--- src/hw/pmc_pkg.sv ---
`default_nettype none
package pmc_pkg;
	// Core clock and derived timing
	localparam int unsigned CLK_HZ = 50_000_000;
	localparam int unsigned POR_SEQ_NS = 1000;
	localparam int unsigned POR_SEQ_CYC =
		(POR_SEQ_NS * (CLK_HZ / 1_000_000) + 999) / 1000;
	localparam int unsigned ARM_WINDOW_TCY = 1;
	localparam int unsigned REENTRY_TCY = 3;

	// Register byte offsets
	localparam logic [11:0] OFS_DSC = 12'h000;
	localparam logic [11:0] OFS_WSRC = 12'h004;
	localparam logic [11:0] OFS_SCR0 = 12'h008;
	localparam logic [11:0] OFS_SCR1 = 12'h00C;
	localparam logic [11:0] OFS_RCAUSE = 12'h010;
	localparam logic [11:0] OFS_STAT = 12'h014;

	// Field positions
	localparam int unsigned DSC_ARM = 15;
	localparam int unsigned DSC_BOR = 1;
	localparam int unsigned DSC_REL = 0;
	localparam int unsigned WS_EXTERNAL_IRQ_ZERO = 8;
	localparam int unsigned WS_FLT = 7;
	localparam int unsigned WS_WDT = 4;
	localparam int unsigned WS_MASTER_CLEAR_PIN = 2;
	localparam int unsigned WS_POR = 0;
	localparam int unsigned RC_DEXIT = 10;

	// Reset values
	localparam logic [15:0] SCR_RST = 16'h0000;
	localparam logic [31:0] RD_ZERO = 32'h0000_0000;

	// Power-save operand
	localparam logic PS_SLEEP = 1'b0;
	localparam logic PS_IDLE = 1'b1;

	localparam int unsigned IO_W = 16;

	typedef enum logic [2:0] {
		ST_RUN, ST_SLEEP, ST_IDLE, ST_DEEP, ST_DEEP_EXIT
	} pmc_state_t;

	typedef struct packed {
		logic psel;
		logic penable;
		logic pwrite;
		logic [11:0] paddr;
		logic [31:0] pwdata;
	} pmc_apb_req_t;

	typedef struct packed {
		logic [31:0] prdata;
		logic pready;
		logic pslverr;
	} pmc_apb_rsp_t;

	typedef struct packed {
		logic [IO_W-1:0] dir;
		logic [IO_W-1:0] lvl;
	} pmc_io_t;
endpackage
`default_nettype wire

--- src/hw/pmc_top.sv ---
// Function
// - Sleep stops system clock and oscillator
// - Idle stops CPU, system clock keeps running
// - Sleep freezes pin direction and level
// - Clock monitor off during Sleep
// - Low-power RC kept on per watchdog/monitor
// - Watchdog cleared on Sleep or Idle entry
// - Sleep disables clocked peripherals
// - Interrupt, reset or watchdog ends Sleep/Idle
// - Resume on clock source held at entry
// - Idle wake restores CPU clock, fetch resumes
// - Coincident interrupt waits, then wakes
// - Deep Sleep stops all, freezes pins, unpowers memories
// - Deep exit on POR, clear pin, irq0, watchdog
// - Arm bit dropped if save not prompt
// - Arm bit cleared on Deep Sleep exit
// - Setting arm bit clears wake sources
// - Irq0 wakes only if enabled, on edge
// - Pending interrupts discarded on Deep entry
// - Deep exit is POR; scratch, wake kept
// - Wake events during POR sequence ignored
// - Release bit holds pins until cleared
// - Brownout in Deep: flag, re-arm, no wake
//
// The implementer's own choices: the placing of the registers and the APB interface to the registers.
`default_nettype none
module pmc_top #(
	parameter int unsigned DATA_W = 16,
	parameter int unsigned POR_CYC = pmc_pkg::POR_SEQ_CYC,
	parameter int unsigned ARM_TCY = pmc_pkg::ARM_WINDOW_TCY
) (
	input wire logic pclk, // Bus and core clock
	input wire logic presetn, // True power-on reset
	input wire pmc_pkg::pmc_apb_req_t apb_req, // APB request
	output pmc_pkg::pmc_apb_rsp_t apb_rsp, // APB answer
	input wire logic psave_req, // Power-save instruction executed
	input wire logic psave_mode, // Operand: 0 sleep, 1 idle
	input wire logic instr_tick, // One pulse per instruction cycle
	input wire logic irq_wake, // Enabled interrupt pending
	input wire logic dev_reset_req, // Any device reset event
	input wire logic wdt_enable, // System watchdog enabled
	input wire logic wdt_on_low_power_rc_osc, // Watchdog clocked by RC osc
	input wire logic failsafe_clock_monitor_enable, // Clock monitor enabled
	input wire logic wdt_timeout, // System watchdog time-out
	input wire logic master_clear_pin_pin_n, // Master-clear pin, low active
	input wire logic irq0_pin, // External irq 0 pin
	input wire logic irq0_en, // External irq 0 enabled
	input wire logic irq0_pol, // Irq 0 assertion level
	input wire logic deep_state_watchdog_timeout, // Deep watchdog time-out
	input wire logic por_event, // Supply POR seen while deep
	input wire logic deep_state_brownout_event, // Deep brownout detected
	input wire logic deep_state_brownout_cfg, // Deep brownout enabled
	input wire logic [2:0] clk_sel_in, // Selected clock source
	input wire pmc_pkg::pmc_io_t io_in, // Latch and direction
	output pmc_pkg::pmc_io_t io_out, // Pin control to pads
	output logic io_frozen, // Pins held
	output logic sysclk_en, // System clock source on
	output logic osc_en, // On-chip oscillator on
	output logic cpu_clk_en, // CPU clock gate
	output logic periph_clk_en, // Peripheral clock gate
	output logic low_power_rc_osc_en, // Low-power RC running
	output logic failsafe_clock_monitor_active, // Clock monitor active
	output logic wdt_clear, // Watchdog clear pulse
	output logic [2:0] clk_sel_out, // Clock source in use
	output logic cpu_resume, // Fetch resumes pulse
	output logic irq_flush, // Drop pending interrupts pulse
	output logic mem_pwr_en, // RAM and flash powered
	output logic core_rst_n, // Core reset, low active
	output logic por_rearm // Re-arm POR detect pulse
);
	import pmc_pkg::*;

	pmc_state_t state_q, state_d;
	logic arm_q, bor_q, rel_q, dexit_q;
	logic [15:0] wsrc_q;
	logic [DATA_W-1:0] scr0_q, scr1_q;
	logic [7:0] arm_age_q;
	logic [15:0] por_cnt_q;
	logic [2:0] clk_hold_q;
	pmc_io_t io_hold_q;
	logic irq0_en_q, irq0_prev_q;
	logic wr_en, rd_setup, addr_ok;
	logic deep_enter, deep_wake, sl_wake, irq0_hit;
	logic [15:0] wake_set;

	// APB decode; zero wait states
	assign wr_en = apb_req.psel & apb_req.penable & apb_req.pwrite;
	assign rd_setup = apb_req.psel & ~apb_req.penable;
	always_comb begin
		case (apb_req.paddr)
			OFS_DSC, OFS_WSRC, OFS_SCR0, OFS_SCR1,
			OFS_RCAUSE, OFS_STAT: addr_ok = 1'b1;
			default: addr_ok = 1'b0;
		endcase
	end

	// Irq 0 wakes on a change to its asserted level only
	assign irq0_hit = irq0_en_q & (irq0_pin != irq0_prev_q)
		& (irq0_pin == irq0_pol);

	// Deep wake causes; brownout deliberately absent
	assign deep_wake = por_event | ~master_clear_pin_pin_n | irq0_hit
		| deep_state_watchdog_timeout;
	assign sl_wake = irq_wake | dev_reset_req | wdt_timeout;
	assign deep_enter = psave_req & (psave_mode == PS_SLEEP) & arm_q;

	// Wake source bits, recorded only while truly in deep state
	always_comb begin
		wake_set = 16'h0000;
		if (state_q == ST_DEEP) begin
			wake_set[WS_POR] = por_event;
			wake_set[WS_MASTER_CLEAR_PIN] = ~master_clear_pin_pin_n;
			wake_set[WS_EXTERNAL_IRQ_ZERO] = irq0_hit;
			wake_set[WS_WDT] = deep_state_watchdog_timeout;
		end
	end

	// Mode sequencer
	always_comb begin
		state_d = state_q;
		case (state_q)
			ST_RUN: begin
				// Save wins over a coincident interrupt
				if (deep_enter) begin
					state_d = ST_DEEP;
				end else if (psave_req) begin
					state_d = (psave_mode == PS_IDLE) ? ST_IDLE : ST_SLEEP;
				end
			end
			ST_SLEEP, ST_IDLE: begin
				if (sl_wake) begin
					state_d = ST_RUN;
				end
			end
			ST_DEEP: begin
				if (deep_wake) begin
					state_d = ST_DEEP_EXIT;
				end
			end
			ST_DEEP_EXIT: begin
				if (por_cnt_q == 16'h0000) begin
					state_d = ST_RUN;
				end
			end
			default: state_d = ST_RUN;
		endcase
	end

	always_ff @(posedge pclk or negedge presetn) begin
		if (!presetn) begin
			state_q <= ST_RUN;
		end else begin
			state_q <= state_d;
		end
	end

	// POR sequence length after a deep exit
	always_ff @(posedge pclk or negedge presetn) begin
		if (!presetn) begin
			por_cnt_q <= 16'h0000;
		end else if (state_q == ST_DEEP && state_d == ST_DEEP_EXIT) begin
			por_cnt_q <= 16'(POR_CYC - 1);
		end else if (por_cnt_q != 16'h0000) begin
			por_cnt_q <= por_cnt_q - 16'h0001;
		end
	end

	// Arm bit: software set, window drop, clear on exit
	always_ff @(posedge pclk or negedge presetn) begin
		if (!presetn) begin
			arm_q <= 1'b0;
			arm_age_q <= 8'h00;
		end else if (state_q == ST_DEEP && state_d == ST_DEEP_EXIT) begin
			arm_q <= 1'b0;
		end else if (wr_en && apb_req.paddr == OFS_DSC) begin
			arm_q <= apb_req.pwdata[DSC_ARM];
			arm_age_q <= 8'h00;
		end else if (arm_q && state_q == ST_RUN && !deep_enter
			&& instr_tick) begin
			if (arm_age_q >= 8'(ARM_TCY)) begin
				arm_q <= 1'b0;
			end else begin
				arm_age_q <= arm_age_q + 8'h01;
			end
		end
	end

	// Brownout flag and release bit; hardware set wins
	always_ff @(posedge pclk or negedge presetn) begin
		if (!presetn) begin
			bor_q <= 1'b0;
			rel_q <= 1'b0;
		end else begin
			if (state_q == ST_DEEP && deep_state_brownout_cfg && deep_state_brownout_event) begin
				bor_q <= 1'b1;
			end else if (wr_en && apb_req.paddr == OFS_DSC) begin
				bor_q <= apb_req.pwdata[DSC_BOR];
			end
			// Software may only clear the release bit
			if (state_q == ST_RUN && deep_enter) begin
				rel_q <= 1'b1;
			end else if (wr_en && apb_req.paddr == OFS_DSC
				&& !apb_req.pwdata[DSC_REL]) begin
				rel_q <= 1'b0;
			end
		end
	end

	// Wake sources survive the deep exit; a true POR or an arm-bit set clears them, a WSRC write loads the written bits
	always_ff @(posedge pclk or negedge presetn) begin
		if (!presetn) begin
			wsrc_q <= 16'h0000;
		end else if (wr_en && apb_req.paddr == OFS_DSC
			&& apb_req.pwdata[DSC_ARM]) begin
			// A wake landing in the same cycle still counts
			wsrc_q <= wake_set;
		end else if (wr_en && apb_req.paddr == OFS_WSRC) begin
			wsrc_q <= apb_req.pwdata[15:0] | wake_set;
		end else begin
			wsrc_q <= wsrc_q | wake_set;
		end
	end

	// Retained scratch words
	always_ff @(posedge pclk or negedge presetn) begin
		if (!presetn) begin
			scr0_q <= DATA_W'(SCR_RST);
			scr1_q <= DATA_W'(SCR_RST);
		end else if (wr_en) begin
			if (apb_req.paddr == OFS_SCR0) begin
				scr0_q <= apb_req.pwdata[DATA_W-1:0];
			end
			if (apb_req.paddr == OFS_SCR1) begin
				scr1_q <= apb_req.pwdata[DATA_W-1:0];
			end
		end
	end

	// Deep exit flag; the exit event beats a software clear
	always_ff @(posedge pclk or negedge presetn) begin
		if (!presetn) begin
			dexit_q <= 1'b0;
		end else if (state_q == ST_DEEP && state_d == ST_DEEP_EXIT) begin
			dexit_q <= 1'b1;
		end else if (wr_en && apb_req.paddr == OFS_RCAUSE) begin
			dexit_q <= apb_req.pwdata[RC_DEXIT];
		end
	end

	// Irq 0 qualifier taken at entry, pin tracked during deep
	always_ff @(posedge pclk or negedge presetn) begin
		if (!presetn) begin
			irq0_en_q <= 1'b0;
			irq0_prev_q <= 1'b0;
		end else begin
			irq0_prev_q <= irq0_pin;
			if (state_q == ST_RUN && deep_enter) begin
				irq0_en_q <= irq0_en;
			end else if (state_q != ST_DEEP) begin
				irq0_en_q <= 1'b0;
			end
		end
	end

	// Clock source and pin state captured at entry
	always_ff @(posedge pclk or negedge presetn) begin
		if (!presetn) begin
			clk_hold_q <= 3'h0;
			io_hold_q <= '0;
		end else if (state_q == ST_RUN && state_d != ST_RUN) begin
			clk_hold_q <= clk_sel_in;
			if (!rel_q) begin
				io_hold_q <= io_in;
			end
		end
	end

	// Clock and power gates, aligned with the state register
	always_ff @(posedge pclk or negedge presetn) begin
		if (!presetn) begin
			sysclk_en <= 1'b1;
			osc_en <= 1'b1;
			cpu_clk_en <= 1'b1;
			periph_clk_en <= 1'b1;
			low_power_rc_osc_en <= 1'b0;
			failsafe_clock_monitor_active <= 1'b0;
			mem_pwr_en <= 1'b1;
		end else begin
			sysclk_en <= (state_d == ST_RUN) || (state_d == ST_IDLE)
				|| (state_d == ST_DEEP_EXIT);
			osc_en <= (state_d != ST_SLEEP) && (state_d != ST_DEEP);
			cpu_clk_en <= (state_d == ST_RUN);
			periph_clk_en <= (state_d == ST_RUN)
				|| (state_d == ST_IDLE);
			mem_pwr_en <= (state_d != ST_DEEP);
			failsafe_clock_monitor_active <= failsafe_clock_monitor_enable && (state_d == ST_RUN
				|| state_d == ST_IDLE);
			case (state_d)
				ST_SLEEP: low_power_rc_osc_en <= wdt_enable & wdt_on_low_power_rc_osc;
				ST_IDLE: low_power_rc_osc_en <= wdt_enable | failsafe_clock_monitor_enable;
				ST_DEEP: low_power_rc_osc_en <= 1'b0;
				default: low_power_rc_osc_en <= wdt_enable | failsafe_clock_monitor_enable;
			endcase
		end
	end

	// One-cycle event pulses to the core
	always_ff @(posedge pclk or negedge presetn) begin
		if (!presetn) begin
			wdt_clear <= 1'b0;
			cpu_resume <= 1'b0;
			irq_flush <= 1'b0;
			por_rearm <= 1'b0;
		end else begin
			wdt_clear <= wdt_enable && state_q == ST_RUN
				&& (state_d == ST_SLEEP || state_d == ST_IDLE);
			cpu_resume <= (state_q == ST_IDLE || state_q == ST_SLEEP)
				&& state_d == ST_RUN;
			irq_flush <= (state_q == ST_RUN) && deep_enter;
			por_rearm <= (state_q == ST_DEEP) && deep_state_brownout_cfg
				&& deep_state_brownout_event;
		end
	end

	// Core reset held through the POR sequence after deep exit
	always_ff @(posedge pclk or negedge presetn) begin
		if (!presetn) begin
			core_rst_n <= 1'b0;
		end else begin
			core_rst_n <= (state_d != ST_DEEP_EXIT);
		end
	end

	// Resume clock and pin drive
	always_ff @(posedge pclk or negedge presetn) begin
		if (!presetn) begin
			clk_sel_out <= 3'h0;
			io_out <= '0;
			io_frozen <= 1'b0;
		end else begin
			// Held value keeps the source used before sleeping
			clk_sel_out <= (state_d == ST_RUN && state_q == ST_RUN)
				? clk_sel_in : clk_hold_q;
			// Idle leaves the pins to the running peripherals
			if (state_d == ST_IDLE && !rel_q) begin
				io_frozen <= 1'b0;
				io_out <= io_in;
			end else if (state_q == ST_RUN && state_d != ST_RUN) begin
				io_frozen <= 1'b1;
				io_out <= rel_q ? io_hold_q : io_in;
			end else if (state_d != ST_RUN || rel_q) begin
				io_frozen <= 1'b1;
				io_out <= io_hold_q;
			end else begin
				io_frozen <= 1'b0;
				io_out <= io_in;
			end
		end
	end

	// APB answer; read data sampled in the setup cycle
	always_ff @(posedge pclk or negedge presetn) begin
		if (!presetn) begin
			apb_rsp <= '0;
		end else begin
			apb_rsp.pready <= 1'b1;
			if (rd_setup) begin
				apb_rsp.pslverr <= ~addr_ok;
				apb_rsp.prdata <= RD_ZERO;
				case (apb_req.paddr)
					OFS_DSC: begin
						apb_rsp.prdata[DSC_ARM] <= arm_q;
						apb_rsp.prdata[DSC_BOR] <= bor_q;
						apb_rsp.prdata[DSC_REL] <= rel_q;
					end
					OFS_WSRC: apb_rsp.prdata[15:0] <= wsrc_q;
					OFS_SCR0: apb_rsp.prdata[DATA_W-1:0] <= scr0_q;
					OFS_SCR1: apb_rsp.prdata[DATA_W-1:0] <= scr1_q;
					OFS_RCAUSE: apb_rsp.prdata[RC_DEXIT] <= dexit_q;
					OFS_STAT: apb_rsp.prdata[2:0] <= state_q;
					default: apb_rsp.prdata <= RD_ZERO;
				endcase
			end
		end
	end
endmodule
`default_nettype wire

--- config.mk ---
export PLATFORM = sky130hd
export DESIGN_NAME = pmc_top
export DESIGN_NICKNAME = d
export VERILOG_FILES = /design/src/hw/pmc_pkg.sv /design/src/hw/pmc_top.sv
export SDC_FILE = /design/constraint.sdc
export NUM_CORES = 1
export LEC_CHECK = 0
export BUFFER_PORTS_ARGS = -buffer_cell sky130_fd_sc_hd__buf_2
export CORE_ASPECT_RATIO = 1.5
export CORE_MARGIN = 10
export CORE_UTILIZATION = 35
export DETAILED_ROUTE_END_ITERATION = 8
export PLACE_DENSITY = 0.67
export SLEW_MARGIN = 40
export SYNTH_ARGS = -nofsm -noshare
export SYNTH_HDL_FRONTEND = slang
export SYNTH_SLANG_ARGS = --single-unit
--- constraint.sdc ---
create_clock -name pclk -period 2.4 [get_ports pclk]
set_input_delay 0.48 -clock pclk [delete_from_list [all_inputs] [get_ports pclk]]
set_output_delay 0.48 -clock pclk [all_outputs]
set_load 0.1 [all_outputs]
==> impl_metrics.tcl, run 1 <==
set metrics [dict create \
    cts_root_buf "clkbuf_16" \
    critPathBufInv 2 \
    maxCapViolations 0 \
    multi_input_area_um2 3220 \
    grt_pass1_wl_um 30900 \
    dp_slack_ns -0.115 \
    cts_buffers 17 \
    synth_top_family_by_area "multiplexers" \
    cts_buffer_depth 2 \
    clkLatencyLatePin_ns 0.43 \
    layout_setup_ws_ns -0.112 \
    n_fill_cell 2074 \
    cpLargestDelayFamily "simple AND/OR/NAND/NOR gates" \
    crit_path_cell_trace "inv_2, ha_4, or4b_4, or4_4, nand3_4, nand3_4, clkbuf_16, mux2_4" \
    grt.overflow.total 0 \
    core_area_um2 22400 \
    end_kind "register" \
    netlist_top_cells_count "177 x dfrtp_1, 87 x mux2_2, 57 x nand2_1" \
    dp_hpwl_um 14800 \
    synthMostInstantiatedCell "dfrtp_1" \
    seq_area_frac_synth_pct 57.1 \
    io_buffers 150 \
    syn-cell-area_um2 7990 \
    synthAdderAreaFrac_pct 0.627 \
    synth_xor_area_share_pct 1.32 \
    synth_top_cell_by_area "dfrtp_1" \
    yosys.area_share.simple_pct 11.6 \
    clock-sinks 182 \
    cts-hold-fix-buffers 0 \
    die_w_um 143 \
    timing.slew.headroom_pct 64.1 \
    synthArstFlopShare_pct 100 \
    drtIter0Drc 285 \
    status "complete, but fails checks" \
    drive_gt1_share_pct 43.7 \
    slowest_delay_ns 0.55 \
    dieArea_um2 29400 \
    firstDrtPassIters 5 \
    synthFlopType "dfrtp_1" \
    ios 183 \
    critPathLaunchType "register" \
    vias 5556 \
    synth_compound_area_share_pct 6.47 \
    finalPower_mw 11.1 \
    antenna_left 0 \
    netlist-cell-type-count 57 \
    tightest_slew_ns 0.537 \
    h-tree-depth 4 \
    avgSynthCellArea_um2 12.4 \
    synth.mux.area_fraction_pct 18.9 \
    ys_ff_latch 182 \
    fp.dieH_um 205 \
    ys_top_cells_by_area "dfrtp_1 55%, mux2_2 12%, mux2_4 5.6%" \
    wl_per_cell_um 17.8 \
    peakVddDrop_v 0.000822 \
    seqCellArea_um2 4560 \
    crit_fanout 8 \
    crit_slowest_cell "or4_4" \
    max_freq_mhz 398 \
    clk_pin_slew_ns 0.07 \
    synth-edff-count 0 \
    hold_class "input port to async pin" \
    yosys_warnings 0 \
    drc 0 \
    synthesis.instances 645 \
    drv_slew 0 \
    period_minus_slack_ns 2.51 \
    period_share_pct 105 \
    grt_pass1_vias 5841 \
    cts_tree "done" \
    critPathKind "register to register" \
    nets 945 \
    dp.cells 1091 \
    rsz0062_at_grt "true" \
    synth_top_area_share_pct 55.5 \
    synthToLayoutAreaGrowth_pct 26.4 \
    skew_ns 0.0168 \
    cpMostUsedCell "nand3_4" \
    grt_max_degree 54 \
    setup_violations 32 \
    power.leakage_nw 4.90 \
    power.density_nw_per_um2 1100 \
    tns_ns -2.85 \
    antenna_found_initial 2 \
    gp_congestion 0.839 \
    grtUsageTotal_pct 13.3 \
    stdcell_count 1131 \
    routed_wl_um 20100 \
    worstPathRequired_ns 2.71 \
    hold_violations 0 \
    rows 67 \
    viasPerCell 4.91 \
    cp.arrival_ns 2.82 \
    violations "negative setup slack" \
    initial_utilization_pct 35.7 \
]
==> cell usage in the layout, fill, tap and decap left out, drive strengths merged, types with 4 or more instances in the layout <==
| cell | count |
|---|---|
| ha | 4 |
| nor3 | 12 |
| or3 | 4 |
| buf | 207 |
| clkinv | 6 |
| dfstp | 5 |
| xnor2 | 7 |
| xor2 | 5 |
| nand3 | 9 |
| nand2b | 6 |
| dfrtp | 177 |
| or4 | 6 |
| clkbuf | 20 |
| mux2i | 7 |
| o21ai | 24 |
| mux2 | 118 |
| nand3b | 5 |
| nor3b | 7 |
| and2 | 4 |
| conb | 17 |
| inv | 14 |
| nor2b | 8 |
| a31oi | 5 |
| nand2 | 57 |
| and3 | 5 |
| a21oi | 24 |
| a22oi | 18 |
| nor4 | 11 |
| nor2 | 39 |
==> logic make-up (layout without fill, tap and decap cells) <==
| group | count (synthesis) | after routing |
|---|---|---|
| mux | 125 | 125 |
| fa+ha+maj | 4 | 4 |
| xor+xnor | 12 | 12 |
| buf+inv | 56 | 249 |
| simple gates | 180 | 180 |
| other cells | 2 | 19 |
| compound gates | 84 | 84 |
| flops | 182 | 182 |
==> metal layers <==
layer  up-vias  wire length [um]  track usage, %
met4         2               226            3.77
li1       2625                 -               -
met5         -                 7               0
met3        13              1750            5.38
met2       152             10100            22.6
met1      2764              8060            15.1
==> final timing paths <==
check | endpoint | cells past startpoint | slack (ns) | from
hold reg to reg | apb_rsp[8] | 2 | 0.47 | apb_rsp[8]
hold / removal | scr1_q[11] | 1 | 0.008 | presetn
max in group asynchronous | periph_clk_en | 2 | 1.66 | presetn
setup reg to reg | io_out[24] | 8 | -0.11 | por_cnt_q[0]
setup / recovery | io_out[24] | 8 | -0.11 | por_cnt_q[0]
min in group pclk | irq0_prev_q | 1 | 0.19 | irq0_pin
==> cell type report <==
| type | count | area share (%) |
|---|---|---|
| well taps | 276 | 3.42 |
| inverters | 8 | 0.297 |
| flip-flops and latches | 182 | 45.2 |
| diodes | 2 | 0.0496 |
| clock inverters | 14 | 1.82 |
| clock buffers | 18 | 4.25 |
| multi-input cells | 422 | 31.9 |
| repair buffers | 209 | 13.1 |
==> what timing repair did <==
action	in CTS	in global routing
setup buffers	0	3
pin swaps	0	3
hold endpoints to repair	0	0
gates cloned	0	3
setup endpoints to repair	33	34
gates resized for setup	1	5
==> power by group <==
group | leakage, nW | total (mW) | switching, mW | internal (mW)
Sequential | 2.31 | 4.09 | 0.321 | 3.76
Combinational | 2.29 | 4.11 | 2.81 | 1.30
Clock | 0.301 | 2.89 | 1.31 | 1.59
==> metrics by stage <==
stage / hold WS [ns] / instance area [um2] / utilization, %
floorplan: 0.184 / 8100 / -
global placement: 0.458 / 9370 / 41.9
detailed placement: 0.465 / 9370 / 41.9
CTS: 0.0152 / 9990 / 44.6
global route: 0.0362 / 10100 / 45.1
finish: 0.00751 / 10100 / 45.1
==> sequential cells by signal, summed over array words and instances (netlist names), 3 cells and up <==
register / cells
io_hold_q: 32
io_out: 32
apb_rsp: 18
por_cnt_q: 16
scr0_q: 16
scr1_q: 16
wsrc_q: 16
arm_age_q: 8
clk_hold_q: 3
clk_sel_out: 3
state_q: 3
Note: power is estimated with default switching activity, not from simulation.
==> inputs of run 2 (changes only) <==
--- a/config.mk
+++ b/config.mk
@@ -8,9 +8,9 @@
 export BUFFER_PORTS_ARGS = -buffer_cell sky130_fd_sc_hd__buf_2
 export CORE_ASPECT_RATIO = 1.5
 export CORE_MARGIN = 10
-export CORE_UTILIZATION = 35
+export CORE_UTILIZATION = 49
 export DETAILED_ROUTE_END_ITERATION = 8
-export PLACE_DENSITY = 0.67
+export PLACE_DENSITY = 0.85
 export SLEW_MARGIN = 40
 export SYNTH_ARGS = -nofsm -noshare
 export SYNTH_HDL_FRONTEND = slang
==> run 2 against run 1 <==
The run ends with negative hold slack, negative setup slack left. Register-to-register slack gained 0.05 ns. Wire length is 1.5% lower. Non-clock buffer count grew 4. Flip-flop and latch count did not move. Core utilization grew 17 points. Hold slack got worse by 0.019 ns. Die area is 25% lower. Global-route usage up 4.5 points. Via count up 3.7%. Sequential share of layout area rose by 0.38 points. Critical path depth up 1. Combinational power increased by 3%. Critical endpoint is now io_out[5]. Largest power group unchanged.
==> impl_metrics.tcl, run 2 (synthesis results as in run 1) <==
set metrics [dict create \
    status "complete, but fails checks" \
    violations "negative hold slack, negative setup slack" \
    skew_ns 0.00924 \
    power_frac_comb_pct 38.0 \
    layout_common_cells "177 x dfrtp_1, 149 x buf_2, 87 x mux2_2" \
    initial_utilization_pct 49.6 \
    rows 57 \
    gp_congestion 0.877 \
    tightest_slew_ns 0.598 \
    layout_setup_ws_ns -0.0597 \
    vias 5761 \
    r2r_start "por_cnt_q[0]" \
    clkPwrFrac_pct 25.2 \
    io_buffers 150 \
    h-tree-depth 4 \
    critPathLaunchType "register" \
    grt.overflow.total 0 \
    die_w_um 124 \
    hold_violations 3 \
    cts_root_buf "clkbuf_16" \
    rsz0062_at_grt "true" \
    nets 949 \
    cts_buffers 17 \
    worstPathRequired_ns 2.72 \
    grt_pass1_wl_um 32000 \
    viasPerCell 5.41 \
    final_core_util_pct 62.1 \
    power.density_nw_per_um2 1110 \
    drc 0 \
    peakVddDrop_v 0.000756 \
    cpLargestDelayFamily "simple AND/OR/NAND/NOR gates" \
    switching_power_mw 4.57 \
    slowest_delay_ns 0.46 \
    clock-sinks 182 \
    cts_buffer_depth 2 \
    cts_tree "done" \
    maxCapViolations 0 \
    period_share_pct 102 \
    timing.slew.headroom_pct 60.1 \
    largestRegisters "io_hold_q (32), io_out (32), apb_rsp (18)" \
    finalPower_mw 11.1 \
    grt_max_degree 72 \
    fp.dieH_um 176 \
    hold_class "input port to async pin" \
    end_kind "register" \
    n_fill_cell 1223 \
    dieArea_um2 21900 \
    grtUsageTotal_pct 17.8 \
    internal_power_mw 6.54 \
    r2r-end "io_out[5]" \
    seq_power_share_pct 36.9 \
    routed_wl_um 19800 \
    clkLatencyLatePin_ns 0.43 \
    dp_hpwl_um 14500 \
    crit_fanout 5 \
    core_area_um2 16100 \
    crit_path_cell_trace "inv_2, ha_4, or4b_4, or4_4, nand3_4, nand3_4, buf_6, buf_16, mux2_4" \
    period_minus_slack_ns 2.46 \
    drtIter0Drc 356 \
    power.leakage_nw 4.90 \
    crit_slowest_cell "or4_4" \
    swShare_pct 41.1 \
    grt_pass1_vias 6340 \
    r2r_slack_ns -0.06 \
    cpMostUsedCell "nand3_4" \
    clk_pin_slew_ns 0.08 \
    tns_ns -0.454 \
    critPathKind "register to register" \
    drive_gt1_share_pct 44.2 \
    critPathBufInv 3 \
    reg2regPathDepth 9 \
    mostFrequentLayoutCell "dfrtp_1" \
    max_freq_mhz 407 \
    drv_slew 0 \
    antenna_found_initial 2 \
    synthToLayoutAreaGrowth_pct 25.4 \
    firstDrtPassIters 4 \
    cp.arrival_ns 2.78 \
    antenna_left 0 \
    hold_ws_ns -0.0120 \
    wl_per_cell_um 18.6 \
    ios 183 \
    setup_violations 9 \
]
-- run 2: cell type report --
class,count,area (um2),area share (%)
diodes,2,5.00,0.0500
multi-input cells,422,3220,32.2
well taps,206,258,2.57
inverters,8,30.0,0.300
flip-flops and latches,182,4560,45.5
repair buffers,213,1340,13.3
clock inverters,15,176,1.76
clock buffers,17,425,4.25
-- run 2: power groups by stage --
| stage | clock, mW | sequential [mW] | combinational (mW) |
|---|---|---|---|
| 6_report | 2.79 | 4.09 | 4.22 |
| 5_1_grt | 2.97 | 4.18 | 4.43 |
| 4_1_cts | 2.84 | 4.09 | 4.26 |
| 3_5_place_dp | 0 | 4.14 | 4.11 |
| 3_3_place_gp | 0 | 4.09 | 4.02 |
| 2_1_floorplan | 0 | 5.81 | 1.46 |
-- run 2: worst max-delay path by stage --
stage / startpoint / end / slack [ns] / cells after the start
finish: por_cnt_q[0] / io_out[5] / -0.06 / 9
global route: por_cnt_q[0] / io_out[0] / -0.11 / 9
CTS: por_cnt_q[0] / io_out[4] / -0.05 / 9
detailed placement: por_cnt_q[0] / io_out[4] / -0.07 / 8
global placement: por_cnt_q[0] / io_out[27] / -0.04 / 8
floorplan: por_cnt_q[0] / io_out[10] / -0.22 / 10
-- run 2: metrics by stage --
stage | setup WS (ns) | instances | area (um2)
4_1_cts | -0.0550 | 1063 | 10000
3_5_place_dp | -0.0708 | 1024 | 9310
2_1_floorplan | -0.224 | 660 | 8100
3_3_place_gp | -0.0402 | 1024 | 9310
5_1_grt | -0.111 | 1065 | 10000
6_report | -0.0597 | 1065 | 10000
-- run 2: layer usage --
| metal | GRT usage (%) | wire length, um |
|---|---|---|
| met1 | 17.9 | 7040 |
| met2 | 33.1 | 11000 |
| met3 | 4.80 | 1170 |
| met4 | 8.71 | 579 |
| met5 | 0 | 0 |
-- run 2: what timing repair did --
item                                    CTS  global route
hold buffers                              0             0
setup buffers                             4             3
pin swaps                                 3             0
gates cloned                              3             0
endpoints found under the setup margin   32            32
resized for setup                        11             1
